--- src/uflfc_pkg.sv ---
package uflfc_pkg;

	// ==========================================================
	// Register map, index times four is the byte address
	localparam int unsigned ADDR_W = 8;
	localparam int unsigned REG_IDX_W = 6;
	localparam logic [5:0] IDX_DATA = 6'h00;
	localparam logic [5:0] IDX_DIV_HI = 6'h01;
	localparam logic [5:0] IDX_FCR = 6'h02;
	localparam logic [5:0] IDX_LCR = 6'h03;
	localparam logic [5:0] IDX_MODE = 6'h08;
	localparam logic [5:0] IDX_STAT = 6'h09;

	// ==========================================================
	// Reset values
	localparam logic [7:0] ISR_NONE = 8'hC1;
	localparam logic [7:0] LCR_RESET = 8'h03;
	localparam logic [15:0] DIV_RESET = 16'h0001;

	// ==========================================================
	// Field positions
	localparam int unsigned FCR_EN_BIT = 0;
	localparam int unsigned FCR_RXFL_BIT = 1;
	localparam int unsigned FCR_TXFL_BIT = 2;
	localparam int unsigned FCR_TXTRG_LSB = 4;
	localparam int unsigned FCR_RXTRG_LSB = 6;
	localparam int unsigned LCR_LEN_LSB = 0;
	localparam int unsigned LCR_STOP_BIT = 2;
	localparam int unsigned LCR_PEN_BIT = 3;
	localparam int unsigned LCR_PSEL_LSB = 4;
	localparam int unsigned LCR_BRK_BIT = 6;
	localparam int unsigned LCR_DLAB_BIT = 7;
	localparam int unsigned MODE_ENH_BIT = 0;
	localparam int unsigned STAT_RXTRG_BIT = 0;
	localparam int unsigned STAT_TXTRG_BIT = 1;
	localparam int unsigned STAT_FEN_BIT = 2;
	localparam int unsigned STAT_RXCNT_LSB = 8;
	localparam int unsigned STAT_TXCNT_LSB = 16;

	// ==========================================================
	// Trigger tables, entry index is the field value
	localparam logic [7:0] TX_TRIG_ENH [4] = '{8'h10, 8'h20, 8'h40, 8'h70};
	localparam logic [7:0] TX_TRIG_STD = 8'h00;
	localparam logic [7:0] RX_TRIG_STD [4] = '{8'h01, 8'h04, 8'h08, 8'h0E};
	localparam logic [7:0] RX_TRIG_ENH [4] = '{8'h0F, 8'h1F, 8'h3F, 8'h6F};

	// ==========================================================
	// Parity selections and bit timing in oversample ticks
	localparam logic [1:0] PAR_ODD = 2'h0;
	localparam logic [1:0] PAR_EVEN = 2'h1;
	localparam logic [1:0] PAR_MARK = 2'h2;
	localparam logic [4:0] OS_MID = 5'h07;
	localparam logic [4:0] OS_LAST = 5'h0F;
	localparam logic [4:0] STOP_15_LAST = 5'h17;
	localparam logic [4:0] STOP_2_LAST = 5'h1F;

	// ==========================================================
	// Bus responses
	localparam logic [1:0] RESP_OKAY = 2'h0;
	localparam logic [1:0] RESP_SLVERR = 2'h2;

	// Serial engine states
	typedef enum logic [4:0] {
		ST_IDLE = 5'b00001,
		ST_START = 5'b00010,
		ST_DATA = 5'b00100,
		ST_PAR = 5'b01000,
		ST_STOP = 5'b10000
	} uflfc_line_state_type;

endpackage

--- src/uflfc_fifo_if.sv ---
`timescale 1ns/1ps
interface uflfc_fifo_if #(
	parameter int unsigned WIDTH = 8,
	parameter int unsigned CNT_W = 6
);
	logic wr_valid;
	logic wr_ready;
	logic [WIDTH-1:0] wr_data;
	logic rd_valid;
	logic rd_ready;
	logic [WIDTH-1:0] rd_data;
	logic flush;
	logic [CNT_W-1:0] count;

	// User side of the buffer
	modport owner (
		output wr_valid, wr_data, rd_ready, flush,
		input wr_ready, rd_valid, rd_data, count
	);

	// Buffer side
	modport fifo (
		input wr_valid, wr_data, rd_ready, flush,
		output wr_ready, rd_valid, rd_data, count
	);
endinterface // uflfc_fifo_if

--- src/uflfc_fifo.sv ---
`timescale 1ns/1ps
module uflfc_fifo #(
	parameter int unsigned WIDTH = 8,
	parameter int unsigned DEPTH = 32,
	parameter int unsigned CNT_W = 6
) (
	input wire logic clk,
	input wire logic reset_n,
	uflfc_fifo_if.fifo port
);
	localparam int unsigned AW = $clog2(DEPTH);

	logic [WIDTH-1:0] mem_ff [DEPTH];
	logic [AW-1:0] wr_ptr_ff;
	logic [AW-1:0] rd_ptr_ff;
	logic [CNT_W-1:0] count_ff;
	logic push;
	logic pop;

	// Handshakes, full and empty from the count
	assign port.wr_ready = (count_ff != CNT_W'(DEPTH));
	assign port.rd_valid = (count_ff != '0);
	assign port.rd_data = mem_ff[rd_ptr_ff];
	assign port.count = count_ff;
	assign push = port.wr_valid & port.wr_ready;
	assign pop = port.rd_ready & port.rd_valid;

	// ==========================================================
	// Storage
	always_ff @(posedge clk) begin
		if (push) begin
			mem_ff[wr_ptr_ff] <= port.wr_data;
		end
	end

	// Pointers and count, flush empties
	always_ff @(posedge clk or negedge reset_n) begin
		if (!reset_n) begin
			wr_ptr_ff <= '0;
			rd_ptr_ff <= '0;
			count_ff <= '0;
		end else if (port.flush) begin
			wr_ptr_ff <= '0;
			rd_ptr_ff <= '0;
			count_ff <= '0;
		end else begin
			if (push) begin
				wr_ptr_ff <= AW'(wr_ptr_ff + 1'b1);
			end
			if (pop) begin
				rd_ptr_ff <= AW'(rd_ptr_ff + 1'b1);
			end
			if (push && !pop) begin
				count_ff <= CNT_W'(count_ff + 1'b1);
			end else if (pop && !push) begin
				count_ff <= CNT_W'(count_ff - 1'b1);
			end
		end
	end
endmodule // uflfc_fifo

--- src/uflfc_top.sv ---
`timescale 1ns/1ps
module uflfc_top #(
	parameter int unsigned FIFO_DEPTH = 32
) (
	input wire logic clk,
	input wire logic reset_n,
	input wire logic [uflfc_pkg::ADDR_W-1:0] s_axi_awaddr,
	input wire logic s_axi_awvalid,
	output logic s_axi_awready,
	input wire logic [31:0] s_axi_wdata,
	input wire logic [3:0] s_axi_wstrb,
	input wire logic s_axi_wvalid,
	output logic s_axi_wready,
	output logic [1:0] s_axi_bresp,
	output logic s_axi_bvalid,
	input wire logic s_axi_bready,
	input wire logic [uflfc_pkg::ADDR_W-1:0] s_axi_araddr,
	input wire logic s_axi_arvalid,
	output logic s_axi_arready,
	output logic [31:0] s_axi_rdata,
	output logic [1:0] s_axi_rresp,
	output logic s_axi_rvalid,
	input wire logic s_axi_rready,
	input wire logic serial_in,
	output logic serial_out
);
	localparam int unsigned CNT_W = $clog2(FIFO_DEPTH) + 1;

	uflfc_fifo_if #(.WIDTH(8), .CNT_W(CNT_W)) tx_if ();
	uflfc_fifo_if #(.WIDTH(8), .CNT_W(CNT_W)) rx_if ();

	// Control registers
	logic [7:0] lcr_ff;
	logic fifo_en_ff;
	logic [1:0] tx_trg_sel_ff;
	logic [1:0] rx_trg_sel_ff;
	logic flush_rx_ff;
	logic flush_tx_ff;
	logic enh_ff;
	logic [15:0] div_ff;
	logic rx_trig_ff;
	logic tx_trig_ff;
	// Bus state
	logic aw_held_ff;
	logic [uflfc_pkg::REG_IDX_W-1:0] aw_idx_ff;
	logic w_held_ff;
	logic [7:0] w_byte_ff;
	logic w_lane0_ff;
	logic awready_ff;
	logic wready_ff;
	logic bvalid_ff;
	logic [1:0] bresp_ff;
	logic arready_ff;
	logic rvalid_ff;
	logic [31:0] rdata_ff;
	logic [1:0] rresp_ff;
	// Baud and serial engines
	logic [15:0] div_cnt_ff;
	logic tick_ff;
	uflfc_pkg::uflfc_line_state_type tx_state_ff;
	logic [4:0] tx_os_ff;
	logic [7:0] tx_shift_ff;
	logic [2:0] tx_bit_ff;
	logic tx_par_ff;
	logic tx_line_ff;
	logic serial_out_ff;
	uflfc_pkg::uflfc_line_state_type rx_state_ff;
	logic [4:0] rx_os_ff;
	logic [7:0] rx_shift_ff;
	logic [2:0] rx_bit_ff;
	logic rx_push_ff;
	logic [7:0] rx_data_ff;

	logic dlab;
	logic [2:0] last_bit;
	logic tx_can_accept;
	logic is_tx_write;
	logic do_write;
	logic ar_take;
	logic [uflfc_pkg::REG_IDX_W-1:0] ar_idx;
	logic rd_pop;
	logic [31:0] rd_word;
	logic rd_err;
	logic [7:0] rx_thr;
	logic [7:0] tx_thr;
	logic tx_par_bit;
	logic [4:0] stop_last;

	// ==========================================================
	// Buffers
	uflfc_fifo #(.WIDTH(8), .DEPTH(FIFO_DEPTH), .CNT_W(CNT_W)) u_tx_fifo (
		.clk(clk),
		.reset_n(reset_n),
		.port(tx_if.fifo)
	);
	uflfc_fifo #(.WIDTH(8), .DEPTH(FIFO_DEPTH), .CNT_W(CNT_W)) u_rx_fifo (
		.clk(clk),
		.reset_n(reset_n),
		.port(rx_if.fifo)
	);

	// ==========================================================
	// Decode
	// divisor select
	assign dlab = lcr_ff[uflfc_pkg::LCR_DLAB_BIT];
	assign last_bit = {1'b1, lcr_ff[uflfc_pkg::LCR_LEN_LSB +: 2]};
	// single holding entry when FIFO mode is off
	assign tx_can_accept = fifo_en_ff ? tx_if.wr_ready : (tx_if.count == '0);
	assign is_tx_write = (aw_idx_ff == uflfc_pkg::IDX_DATA) & !dlab & w_lane0_ff;
	// Write stalls while the transmit buffer cannot take the byte
	assign do_write = aw_held_ff & w_held_ff & !bvalid_ff & !(is_tx_write & !tx_can_accept);
	assign ar_take = s_axi_arvalid & arready_ff;
	assign ar_idx = s_axi_araddr[uflfc_pkg::REG_IDX_W+1:2];
	assign rd_pop = ar_take & (ar_idx == uflfc_pkg::IDX_DATA) & !dlab & rx_if.rd_valid;

	// FIFO connections
	assign tx_if.wr_valid = do_write & is_tx_write;
	assign tx_if.wr_data = w_byte_ff;
	assign tx_if.rd_ready = tick_ff & (tx_state_ff == uflfc_pkg::ST_IDLE);
	assign tx_if.flush = flush_tx_ff;
	assign rx_if.wr_valid = rx_push_ff & (fifo_en_ff | (rx_if.count == '0));
	assign rx_if.wr_data = rx_data_ff;
	assign rx_if.rd_ready = rd_pop;
	assign rx_if.flush = flush_rx_ff;

	assign tx_thr = enh_ff ? uflfc_pkg::TX_TRIG_ENH[tx_trg_sel_ff] : uflfc_pkg::TX_TRIG_STD;
	// standard receive trigger, enhanced receive trigger
	assign rx_thr = enh_ff ? uflfc_pkg::RX_TRIG_ENH[rx_trg_sel_ff]
		: uflfc_pkg::RX_TRIG_STD[rx_trg_sel_ff];

	// ==========================================================
	// Read data mux
	always_comb begin
		rd_word = '0;
		rd_err = 1'b0;
		case (ar_idx)
			uflfc_pkg::IDX_DATA: begin
				rd_word[7:0] = dlab ? div_ff[7:0] : (rx_if.rd_valid ? rx_if.rd_data : 8'h00);
			end
			uflfc_pkg::IDX_DIV_HI: begin
				rd_word[7:0] = dlab ? div_ff[15:8] : 8'h00;
			end
			uflfc_pkg::IDX_FCR: rd_word[7:0] = uflfc_pkg::ISR_NONE;
			uflfc_pkg::IDX_LCR: rd_word[7:0] = lcr_ff;
			uflfc_pkg::IDX_MODE: rd_word[uflfc_pkg::MODE_ENH_BIT] = enh_ff;
			uflfc_pkg::IDX_STAT: begin
				rd_word[uflfc_pkg::STAT_RXTRG_BIT] = rx_trig_ff;
				rd_word[uflfc_pkg::STAT_TXTRG_BIT] = tx_trig_ff;
				rd_word[uflfc_pkg::STAT_FEN_BIT] = fifo_en_ff;
				rd_word[uflfc_pkg::STAT_RXCNT_LSB +: CNT_W] = rx_if.count;
				rd_word[uflfc_pkg::STAT_TXCNT_LSB +: CNT_W] = tx_if.count;
			end
			default: rd_err = 1'b1;
		endcase
	end

	// ==========================================================
	// Write address and data channels, taken in either order
	always_ff @(posedge clk or negedge reset_n) begin
		if (!reset_n) begin
			aw_held_ff <= 1'b0;
			aw_idx_ff <= '0;
			awready_ff <= 1'b1;
			w_held_ff <= 1'b0;
			w_byte_ff <= 8'h00;
			w_lane0_ff <= 1'b0;
			wready_ff <= 1'b1;
		end else begin
			if (s_axi_awvalid && awready_ff) begin
				aw_held_ff <= 1'b1;
				aw_idx_ff <= s_axi_awaddr[uflfc_pkg::REG_IDX_W+1:2];
				awready_ff <= 1'b0;
			end else if (do_write) begin
				aw_held_ff <= 1'b0;
			end else if (bvalid_ff && s_axi_bready) begin
				awready_ff <= 1'b1;
			end
			if (s_axi_wvalid && wready_ff) begin
				w_held_ff <= 1'b1;
				w_byte_ff <= s_axi_wdata[7:0];
				w_lane0_ff <= s_axi_wstrb[0];
				wready_ff <= 1'b0;
			end else if (do_write) begin
				w_held_ff <= 1'b0;
			end else if (bvalid_ff && s_axi_bready) begin
				wready_ff <= 1'b1;
			end
		end
	end

	// Write response
	always_ff @(posedge clk or negedge reset_n) begin
		if (!reset_n) begin
			bvalid_ff <= 1'b0;
			bresp_ff <= uflfc_pkg::RESP_OKAY;
		end else if (do_write) begin
			bvalid_ff <= 1'b1;
			bresp_ff <= (aw_idx_ff > uflfc_pkg::IDX_LCR && aw_idx_ff != uflfc_pkg::IDX_MODE
				&& aw_idx_ff != uflfc_pkg::IDX_STAT) ? uflfc_pkg::RESP_SLVERR
				: uflfc_pkg::RESP_OKAY;
		end else if (bvalid_ff && s_axi_bready) begin
			bvalid_ff <= 1'b0;
		end
	end

	// Register writes, flush bits clear the cycle after they are set
	always_ff @(posedge clk or negedge reset_n) begin
		if (!reset_n) begin
			lcr_ff <= uflfc_pkg::LCR_RESET;
			fifo_en_ff <= 1'b0;
			tx_trg_sel_ff <= 2'h0;
			rx_trg_sel_ff <= 2'h0;
			flush_rx_ff <= 1'b0;
			flush_tx_ff <= 1'b0;
			enh_ff <= 1'b0;
			div_ff <= uflfc_pkg::DIV_RESET;
		end else begin
			flush_rx_ff <= 1'b0;
			flush_tx_ff <= 1'b0;
			if (do_write && w_lane0_ff) begin
				case (aw_idx_ff)
					uflfc_pkg::IDX_DATA: begin
						if (dlab) begin
							div_ff[7:0] <= w_byte_ff;
						end
					end
					uflfc_pkg::IDX_DIV_HI: begin
						if (dlab) begin
							div_ff[15:8] <= w_byte_ff;
						end
					end
					uflfc_pkg::IDX_FCR: begin
						fifo_en_ff <= w_byte_ff[uflfc_pkg::FCR_EN_BIT];
						flush_rx_ff <= w_byte_ff[uflfc_pkg::FCR_RXFL_BIT];
						flush_tx_ff <= w_byte_ff[uflfc_pkg::FCR_TXFL_BIT];
						tx_trg_sel_ff <= w_byte_ff[uflfc_pkg::FCR_TXTRG_LSB +: 2];
						rx_trg_sel_ff <= w_byte_ff[uflfc_pkg::FCR_RXTRG_LSB +: 2];
					end
					uflfc_pkg::IDX_LCR: lcr_ff <= w_byte_ff;
					uflfc_pkg::IDX_MODE: enh_ff <= w_byte_ff[uflfc_pkg::MODE_ENH_BIT];
					default: ;
				endcase
			end
		end
	end

	// ==========================================================
	// Read channel, answer one cycle after the address is taken
	always_ff @(posedge clk or negedge reset_n) begin
		if (!reset_n) begin
			arready_ff <= 1'b1;
			rvalid_ff <= 1'b0;
			rdata_ff <= '0;
			rresp_ff <= uflfc_pkg::RESP_OKAY;
		end else if (ar_take) begin
			arready_ff <= 1'b0;
			rvalid_ff <= 1'b1;
			rdata_ff <= rd_word;
			rresp_ff <= rd_err ? uflfc_pkg::RESP_SLVERR : uflfc_pkg::RESP_OKAY;
		end else if (rvalid_ff && s_axi_rready) begin
			rvalid_ff <= 1'b0;
			arready_ff <= 1'b1;
		end
	end

	// Trigger status
	always_ff @(posedge clk or negedge reset_n) begin
		if (!reset_n) begin
			rx_trig_ff <= 1'b0;
			tx_trig_ff <= 1'b1;
		end else begin
			rx_trig_ff <= (8'(rx_if.count) >= rx_thr);
			tx_trig_ff <= (8'(tx_if.count) <= tx_thr);
		end
	end

	// ==========================================================
	// Oversample tick, sixteen per bit, divisor zero acts as one
	always_ff @(posedge clk or negedge reset_n) begin
		if (!reset_n) begin
			div_cnt_ff <= '0;
			tick_ff <= 1'b0;
		end else if (div_cnt_ff + 16'h0001 >= div_ff) begin
			div_cnt_ff <= '0;
			tick_ff <= 1'b1;
		end else begin
			div_cnt_ff <= 16'(div_cnt_ff + 16'h0001);
			tick_ff <= 1'b0;
		end
	end

	always_comb begin
		case (lcr_ff[uflfc_pkg::LCR_PSEL_LSB +: 2])
			uflfc_pkg::PAR_ODD: tx_par_bit = ~tx_par_ff;
			uflfc_pkg::PAR_EVEN: tx_par_bit = tx_par_ff;
			uflfc_pkg::PAR_MARK: tx_par_bit = 1'b1;
			default: tx_par_bit = 1'b0;
		endcase
	end

	assign stop_last = !lcr_ff[uflfc_pkg::LCR_STOP_BIT] ? uflfc_pkg::OS_LAST
		: (last_bit == 3'h4) ? uflfc_pkg::STOP_15_LAST : uflfc_pkg::STOP_2_LAST;

	// ==========================================================
	// Transmit engine
	always_ff @(posedge clk or negedge reset_n) begin
		if (!reset_n) begin
			tx_state_ff <= uflfc_pkg::ST_IDLE;
			tx_os_ff <= '0;
			tx_shift_ff <= 8'h00;
			tx_bit_ff <= '0;
			tx_par_ff <= 1'b0;
			tx_line_ff <= 1'b1;
		end else if (tick_ff) begin
			tx_os_ff <= 5'(tx_os_ff + 1'b1);
			case (tx_state_ff)
				uflfc_pkg::ST_IDLE: begin
					tx_os_ff <= '0;
					if (tx_if.rd_valid) begin
						tx_shift_ff <= tx_if.rd_data;
						// parity over the used bits only
						tx_par_ff <= ^(tx_if.rd_data & (8'hFF >> (3'h7 - last_bit)));
						tx_line_ff <= 1'b0;
						tx_state_ff <= uflfc_pkg::ST_START;
					end
				end
				uflfc_pkg::ST_START: begin
					if (tx_os_ff == uflfc_pkg::OS_LAST) begin
						tx_os_ff <= '0;
						tx_bit_ff <= '0;
						tx_line_ff <= tx_shift_ff[0];
						tx_shift_ff <= tx_shift_ff >> 1;
						tx_state_ff <= uflfc_pkg::ST_DATA;
					end
				end
				uflfc_pkg::ST_DATA: begin
					if (tx_os_ff == uflfc_pkg::OS_LAST) begin
						tx_os_ff <= '0;
						if (tx_bit_ff != last_bit) begin
							tx_bit_ff <= 3'(tx_bit_ff + 1'b1);
							tx_line_ff <= tx_shift_ff[0];
							tx_shift_ff <= tx_shift_ff >> 1;
						end else if (lcr_ff[uflfc_pkg::LCR_PEN_BIT]) begin
							tx_line_ff <= tx_par_bit;
							tx_state_ff <= uflfc_pkg::ST_PAR;
						end else begin
							tx_line_ff <= 1'b1;
							tx_state_ff <= uflfc_pkg::ST_STOP;
						end
					end
				end
				uflfc_pkg::ST_PAR: begin
					if (tx_os_ff == uflfc_pkg::OS_LAST) begin
						tx_os_ff <= '0;
						tx_line_ff <= 1'b1;
						tx_state_ff <= uflfc_pkg::ST_STOP;
					end
				end
				uflfc_pkg::ST_STOP: begin
					if (tx_os_ff >= stop_last) begin // Survives a shortened stop
						tx_state_ff <= uflfc_pkg::ST_IDLE;
					end
				end
				default: tx_state_ff <= uflfc_pkg::ST_IDLE;
			endcase
		end
	end

	always_ff @(posedge clk or negedge reset_n) begin
		if (!reset_n) begin
			serial_out_ff <= 1'b1;
		end else begin
			serial_out_ff <= tx_line_ff & !lcr_ff[uflfc_pkg::LCR_BRK_BIT];
		end
	end

	// ==========================================================
	// Receive engine, samples mid-bit, drops framing errors
	always_ff @(posedge clk or negedge reset_n) begin
		if (!reset_n) begin
			rx_state_ff <= uflfc_pkg::ST_IDLE;
			rx_os_ff <= '0;
			rx_shift_ff <= 8'h00;
			rx_bit_ff <= '0;
			rx_push_ff <= 1'b0;
			rx_data_ff <= 8'h00;
		end else begin
			rx_push_ff <= 1'b0;
			if (tick_ff) begin
				rx_os_ff <= 5'(rx_os_ff + 1'b1);
				case (rx_state_ff)
					uflfc_pkg::ST_IDLE: begin
						rx_os_ff <= '0;
						if (!serial_in) begin
							rx_state_ff <= uflfc_pkg::ST_START;
						end
					end
					uflfc_pkg::ST_START: begin
						if (rx_os_ff == uflfc_pkg::OS_MID && serial_in) begin
							rx_state_ff <= uflfc_pkg::ST_IDLE;
						end else if (rx_os_ff == uflfc_pkg::OS_LAST) begin
							rx_os_ff <= '0;
							rx_bit_ff <= '0;
							rx_state_ff <= uflfc_pkg::ST_DATA;
						end
					end
					uflfc_pkg::ST_DATA: begin
						if (rx_os_ff == uflfc_pkg::OS_MID) begin
							rx_shift_ff <= {serial_in, rx_shift_ff[7:1]};
						end else if (rx_os_ff == uflfc_pkg::OS_LAST) begin
							rx_os_ff <= '0;
							rx_bit_ff <= 3'(rx_bit_ff + 1'b1);
							if (rx_bit_ff == last_bit) begin
								rx_state_ff <= lcr_ff[uflfc_pkg::LCR_PEN_BIT]
									? uflfc_pkg::ST_PAR : uflfc_pkg::ST_STOP;
							end
						end
					end
					uflfc_pkg::ST_PAR: begin
						if (rx_os_ff == uflfc_pkg::OS_LAST) begin
							rx_os_ff <= '0;
							rx_state_ff <= uflfc_pkg::ST_STOP;
						end
					end
					uflfc_pkg::ST_STOP: begin
						if (rx_os_ff == uflfc_pkg::OS_MID) begin
							// align short characters to bit 0
							rx_data_ff <= rx_shift_ff >> (3'h7 - last_bit);
							rx_push_ff <= serial_in;
							rx_state_ff <= uflfc_pkg::ST_IDLE;
						end
					end
					default: rx_state_ff <= uflfc_pkg::ST_IDLE;
				endcase
			end
		end
	end

	// Outputs
	assign s_axi_awready = awready_ff;
	assign s_axi_wready = wready_ff;
	assign s_axi_bvalid = bvalid_ff;
	assign s_axi_bresp = bresp_ff;
	assign s_axi_arready = arready_ff;
	assign s_axi_rvalid = rvalid_ff;
	assign s_axi_rdata = rdata_ff;
	assign s_axi_rresp = rresp_ff;
	assign serial_out = serial_out_ff;
endmodule // uflfc_top

--- config.mk ---
export PLATFORM = sky130hd
export DESIGN_NAME = uflfc_top
export DESIGN_NICKNAME = d
export VERILOG_FILES = /design/src/uflfc_pkg.sv /design/src/uflfc_fifo_if.sv /design/src/uflfc_fifo.sv /design/src/uflfc_top.sv
export SDC_FILE = /design/constraint.sdc
export NUM_CORES = 1
export LEC_CHECK = 0
export BUFFER_PORTS_ARGS = -buffer_cell sky130_fd_sc_hd__buf_2
export CAP_MARGIN = 20
export CORE_UTILIZATION = 35
export DETAILED_ROUTE_END_ITERATION = 10
export PLACE_DENSITY = 0.61
export SLEW_MARGIN = 20
export SYNTH_ARGS = -nofsm -noshare
export SYNTH_HDL_FRONTEND = slang
export SYNTH_SLANG_ARGS = --single-unit
--- constraint.sdc ---
create_clock -name clk -period 7.85 [get_ports clk]
set_input_delay 2.355 -clock clk [delete_from_list [all_inputs] [get_ports clk]]
set_output_delay 2.355 -clock clk [all_outputs]
set_load 0.05 [all_outputs]
* Yosys cells after proc, flatten, opt, wreduce, memory -nomap -nowiden
Memories as Yosys holds them, arrays and structs flattened.
Cells that the tools add are included.
** Operators by class
- Shift operators :: 2
- Bitwise operators :: 23
- Equality and inequality tests :: 48
- Reductions and logical operators :: 64
- $add $sub $neg :: 14
- Multiplexer cells :: 109
- $lt $le $gt $ge :: 7
** Operators by type and width (number)
- 5-bit two-way mux :: 28
- 8-bit two-way mux :: 15
- 5-bit case mux with 5 select lines :: 2
- 8-bit binary-select mux with 2-bit select :: 3
- 6-bit two-way mux :: 8
- 5-bit case mux with 4 select lines :: 2
- 1-bit two-way mux :: 32
- 5-bit by 1-bit adder with 5-bit output, second input constant :: 6
- 2-bit != test, second input constant :: 14
- 6-bit by 2-bit == test with 1-bit output, second input constant :: 4
- 6-bit logical NOT :: 4
- 8-bit case mux with 3 select lines :: 1
- 2-bit nonzero test :: 12
- 3-bit two-way mux :: 7
- 5-bit by 4-bit == test with 1-bit output, second input constant :: 4
- 1-bit AND :: 18
- 6-bit by 4-bit == test with 1-bit output, second input constant :: 3
- 6-bit AND reduction :: 3
- 16-bit by 1-bit adder with 16-bit output, second input constant :: 1
- 16-bit greater-or-equal comparator :: 1
- 16-bit two-way mux :: 1
- 5-bit by 3-bit == test with 1-bit output, second input constant :: 3
- 3-bit AND reduction :: 5
- 6-bit by 1-bit adder with 6-bit output, second input constant :: 2
- 47 further kinds :: 88
** Storage, ports and cells
- RAM bits :: 512
- Memories :: 2
- Logic and storage cells :: 314
- Register bits after elaboration :: 183
- Output and inout bits :: 42
- Input bits :: 60
** Memories
- u_rx_fifo.mem_ff :: words 32, width 8, read ports 1, clocked after memory_dff 0, write ports 1, RTL line uflfc_fifo.sv:13 : logic [WIDTH-1:0] mem_ff [DEPTH];
- u_tx_fifo.mem_ff :: words 32, width 8, read ports 1, clocked after memory_dff 0, write ports 1, RTL line uflfc_fifo.sv:13

* Logic depth before layout (Yosys ltp)
- Word-level depth :: 13
- Gate-level depth with buffers :: 16

* Modules after synthesis
A second synthesis with hierarchy kept.
** Second synthesis, totals
- Cells, all modules :: 2054
- Area total of the unflattened synthesis :: 30158.9 µm²
** Modules (own cells, without submodules)
- uflfc_fifo :: instances 2, area each 11058.1 µm², sequential area each 8087.8 µm², cells an instance 619
- uflfc_top :: instances 1, area each 8042.7 µm², sequential area each 3742.3 µm², cells an instance 816

* Least setup slack after synthesis
OpenSTA, ideal clock, no wires.
- Path kind :: input to register
- Start point :: input port s_axi_araddr[5] (netlist name)
- End point :: register u_rx_fifo.count_ff[5] (netlist: u_rx_fifo.port.count[5])
- Slack :: 2.848 ns
- Arrival time :: 4.875 ns
- Stages :: 12
- Path through :: nor4_4 > nor3b_4 > nor3b_2 > nand2b_1 > ha_1 > a21o_1 > a21oi_1 > o21bai_1 > a21oi_1 > mux2i_1 > xor2_1 > nor2_1
** Between the ends
- Longest elaborated chain between the ends :: 9
- Elaborated cells on any way between the ends :: 11
** Ends and longest elaborated chain
- start, declared :: RTL line uflfc_top.sv:17 : input wire logic [uflfc_pkg::ADDR_W-1:0] s_axi_araddr,
- 6-bit logical NOT * :: RTL line uflfc_top.sv:114 : assign rd_pop = ar_take & (ar_idx == uflfc_pkg::IDX_DATA) & !dlab & rx_if.rd_valid;
- 1-bit AND * (3 in a row) :: RTL line uflfc_top.sv:114
- 1-bit AND * :: RTL line uflfc_fifo.sv:26 : assign pop = port.rd_ready & port.rd_valid;
- 1-bit logical NOT :: RTL line uflfc_fifo.sv:53 : if (push && !pop) begin
- 1-bit logical AND :: RTL line uflfc_fifo.sv:53
- 6-bit two-way mux :: RTL line uflfc_fifo.sv:53
- 6-bit two-way mux :: RTL line uflfc_fifo.sv:42 : end else if (port.flush) begin
- end signal, assigned :: RTL line uflfc_fifo.sv:54 : count_ff <= CNT_W'(count_ff + 1'b1);
- end signal, assigned :: RTL line uflfc_fifo.sv:56 : count_ff <= CNT_W'(count_ff - 1'b1);
- end, declared :: RTL line uflfc_fifo.sv:16 : logic [CNT_W-1:0] count_ff;
Mark *: on every way between the ends. The rest lies on a longest branch, timed or not.
A chain may end at the register's enable or synchronous reset.

* Final worst setup path
Ends and elaborated chain as after synthesis.

==> summary.txt <==
STA
  • Worst Skew: 0.0267 ns
  • Slew Viols, Final: 0
  • Minimum period implied by the final worst setup slack: roughly 5.2 ns
  • Count of endpoints failing setup in the final report: 0
  • Final WS setup: 2.64 ns
  • Fmax: between 150 and 200 MHz
  • Slew at the pin with the worst max-slew slack: 0.996 ns
  • Sum of negative setup slack: 0 ns
  • RSZ-0062 raised after global routing: no
  • Final Hold Vio Count: 0
  • Final period utilization: 66.3%
  • Normalized max-slew margin: 33.6%

Clock tree
  • Number of clock buffers inserted by TritonCTS: just under 70
  • Number of sinks handled by clock tree synthesis: between 600 and 700
  • Post-CTS setup repair buffer count: 0
  • H-tree depth: 3
  • TritonCTS clock tree: yes
  • CTS clock-pin slew for the worst setup and hold paths: approximately 0.060 ns
  • # resized after CTS: 0
  • Number of buffers on the longest clock path: 3
  • Hold Buf Count CTS: 0
  • Insertion delay to the later sink of the worst-skew pair: 0.60 ns
  • Clock root buffer: sky130_fd_sc_hd__clkbuf_16

Drt
  • Residual DRC: 0
  • First-pass detailed-route iteration total: 5
  • Post-detailed-route via-to-cell ratio: 5.30
  • ANT nets after route: 0
  • Vias after detailed routing: 16,100
  • Starting DRC count in detailed routing: 1,389
  • DR WL/cell: ~21 um
  • Overall routed net length: 64.9 mm

Place
  • Number of I/O port buffers: 56
  • Final HPWL from detailed placement: between 40 and 50 mm
  • Placement Setup Slack: 2.12 ns
  • Final estimated routing congestion in global placement: approximately 0.80
  • Post-detailed-placement cell area: 30,800 um2

Synth
  • Most frequently used cell type in the post-synthesis netlist: sky130_fd_sc_hd__edfxtp_1
  • Top FF cell, synth: sky130_fd_sc_hd__edfxtp_1
  • Area contributors post-synth: sky130_fd_sc_hd__edfxtp_1 (52%), sky130_fd_sc_hd__dfrtp_1 (14%), sky130_fd_sc_hd__mux4_2 (11%)
  • Post-synthesis cell area: 29,400 um2
  • Area share of the leading cell type in the synthesized netlist: 52.3%
  • #FFs+latches synth: 693
  • Share of synthesized area occupied by flip-flops and latches: 67.7%
  • Cell count after synthesis: about 1,800
  • Mean Syn Cell Area: 15.9 um2
  • Async set or reset register ratio after synthesis: between 20% and 30%
  • Most area-hungry cell type in the Yosys netlist: sky130_fd_sc_hd__edfxtp_1
  • Distinct cells, synth: 63
  • Number of enable-type register cells in the synthesized netlist: 512
  • Synthesis Warnings: 0
  • Most frequent cells after synthesis: sky130_fd_sc_hd__edfxtp_1 (512), sky130_fd_sc_hd__dfrtp_1 (170), sky130_fd_sc_hd__nand2_1 (145), sky130_fd_sc_hd__mux4_2 (140), sky130_fd_sc_hd__nor2_1 (140)

Floorplanning
  • Starting density of the core: 35.6%
  • Die Outline Area: approximately 85,000 um2
  • Horizontal die dimension: 292 um
  • Row count: 105
  • Die outline height: 292 um
  • Core area: 82,600 um2
  • Top-Level Pins: 102

Pwr
  • Maximum vdd ir drop: 196 uV
  • Leakage power: 0.0112 uW
  • PD cells: 309 nW/um2

Layout
  • Share of cells above drive strength 1: a little over a fifth
  • Layout Cell Area excl Fill: 33,100 um2
  • Number of diodes added for antenna fixing: 0
  • Synth-to-layout area growth: 12.5%
  • Final core occ: 40.0%
  • Total Nets Final: 2,028

Setup path
  • Type of element capturing the critical path: flip-flop
  • Biggest fanout along the worst timing path: 8
  • Critical path data required time: slightly above 8 ns
  • Arrival time worst endpoint: 5.67 ns
  • Startpoint type of the worst setup path: input port
  • Crit path kind: in -> reg

Global route
  • Leftover overflow at the end of global routing: 0
  • Initial antenna violation count: 0
  • Vias in the first global route: 16,200
  • Largest net degree at the start of global routing: 90
  • GRT Total Usage: between 10% and 20%
  • First-pass GRT wire length: ~100 mm

Outcome
  • Outcome: finished clean

Worst hold path
  • Classification of the worst-slack hold path: reg -> reg

Run
  • Max capacitance violation total: 0
[registers in the layout (all words and copies together) (netlist names), 6 cells and up]
name	cells
u_rx_fifo.mem_ff	256
u_tx_fifo.mem_ff	256
s_axi_rdata	20
div_cnt_ff	16
div_ff	16
lcr_ff	8
rx_data_ff	8
rx_shift_ff	8
tx_if.wr_data	8
tx_shift_ff	8
aw_idx_ff	6
u_rx_fifo.port.count	6
u_tx_fifo.port.count	6
[path summary, 6_finish.rpt]
check / slack, ns / start / cells after the start / end
worst max-delay path: 2.64 / s_axi_araddr[5] / 13 / u_rx_fifo.port.count[5]
min in group asynchronous: 1.78 / reset_n / 1 / div_cnt_ff[6]
worst max register to register: 3.72 / u_tx_fifo.rd_ptr_ff[0] / 10 / tx_par_ff
worst min-delay path: 0.48 / s_axi_rdata[19] / 2 / s_axi_rdata[19]
max in group asynchronous: 4.78 / reset_n / 2 / u_rx_fifo.rd_ptr_ff[0]
worst min register to register: 0.48 / s_axi_rdata[19] / 2 / s_axi_rdata[19]
[stage by stage]
step | total power, uW | hold slack, ns | instances
5_1_grt | 10700 | 0.506 | 3032
4_1_cts | 10300 | 0.481 | 3031
3_3_place_gp | 6850 | 0.454 | 2909
6_report | 10200 | 0.477 | 3032
3_5_place_dp | 6910 | 0.467 | 2909
2_1_floorplan | 6210 | 0.376 | 1861
[placed cells by master, fill, tap and decap left out, drive strengths merged, types with 10 or more instances in the layout]
cell / count
a21boi: 17
a21o: 13
a21oi: 51
and3: 18
buf: 74
bufinv: 10
clkbuf: 88
clkinv: 20
conb: 14
dfrtp: 170
dfstp: 11
edfxtp: 512
ha: 55
inv: 55
mux2: 54
mux2i: 51
mux4: 140
nand2: 145
nand2b: 10
nand3: 23
nand4: 11
nor2: 141
nor3: 15
o21ai: 94
o221ai: 10
xnor2: 31
xor2: 22
[routing by layer]
metal / wire length, um / track usage, % / vias up
met1: 29600 / 22.3 / 8354
li1: - / - / 7147
met3: 3940 / 2.60 / 82
met2: 30300 / 24.0 / 472
met4: 1100 / 3.98 / 0
met5: 0 / 0 / -
[power breakdown]
part           switching [uW]  internal, uW
registers                 369          4330
clock network            1370          2020
logic                    1250           893
[critical path, cell delays in order]
cell and delay (ns):
sky130_fd_sc_hd__buf_2 0.16, sky130_fd_sc_hd__nor4_4 0.43, sky130_fd_sc_hd__nor3b_4 0.43, sky130_fd_sc_hd__nor3b_2 0.57, sky130_fd_sc_hd__nand2b_1 0.30, sky130_fd_sc_hd__ha_1 0.27, sky130_fd_sc_hd__a21o_1 0.16, sky130_fd_sc_hd__a21oi_1 0.22
sky130_fd_sc_hd__o21bai_1 0.11, sky130_fd_sc_hd__a21oi_1 0.21, sky130_fd_sc_hd__mux2i_1 0.26, sky130_fd_sc_hd__xor2_1 0.16, sky130_fd_sc_hd__nor2_1 0.05
[final cells by class]
cell class | instances | area (um2)
fillers | 7399 | 49500
flip-flops and latches | 693 | 19900
multi-input cells | 1020 | 8880
clock buffers | 86 | 1860
well taps | 1070 | 1340
clock inverters | 36 | 439
repair buffers | 76 | 439
inverters | 51 | 191
[logic make-up after synthesis]
group / after synthesis / synth area share [%]
compound gates: 234 / 4.87
xor+xnor: 53 / 1.58
fa+ha+maj: 57 / 2.47
buf+inv: 148 / 2.32
flops: 693 / 67.7
mux: 245 / 14.5
other cells: 1 / 0.0127
simple gates: 417 / 6.53
No activity file was read; power rests on OpenSTA's default activity.
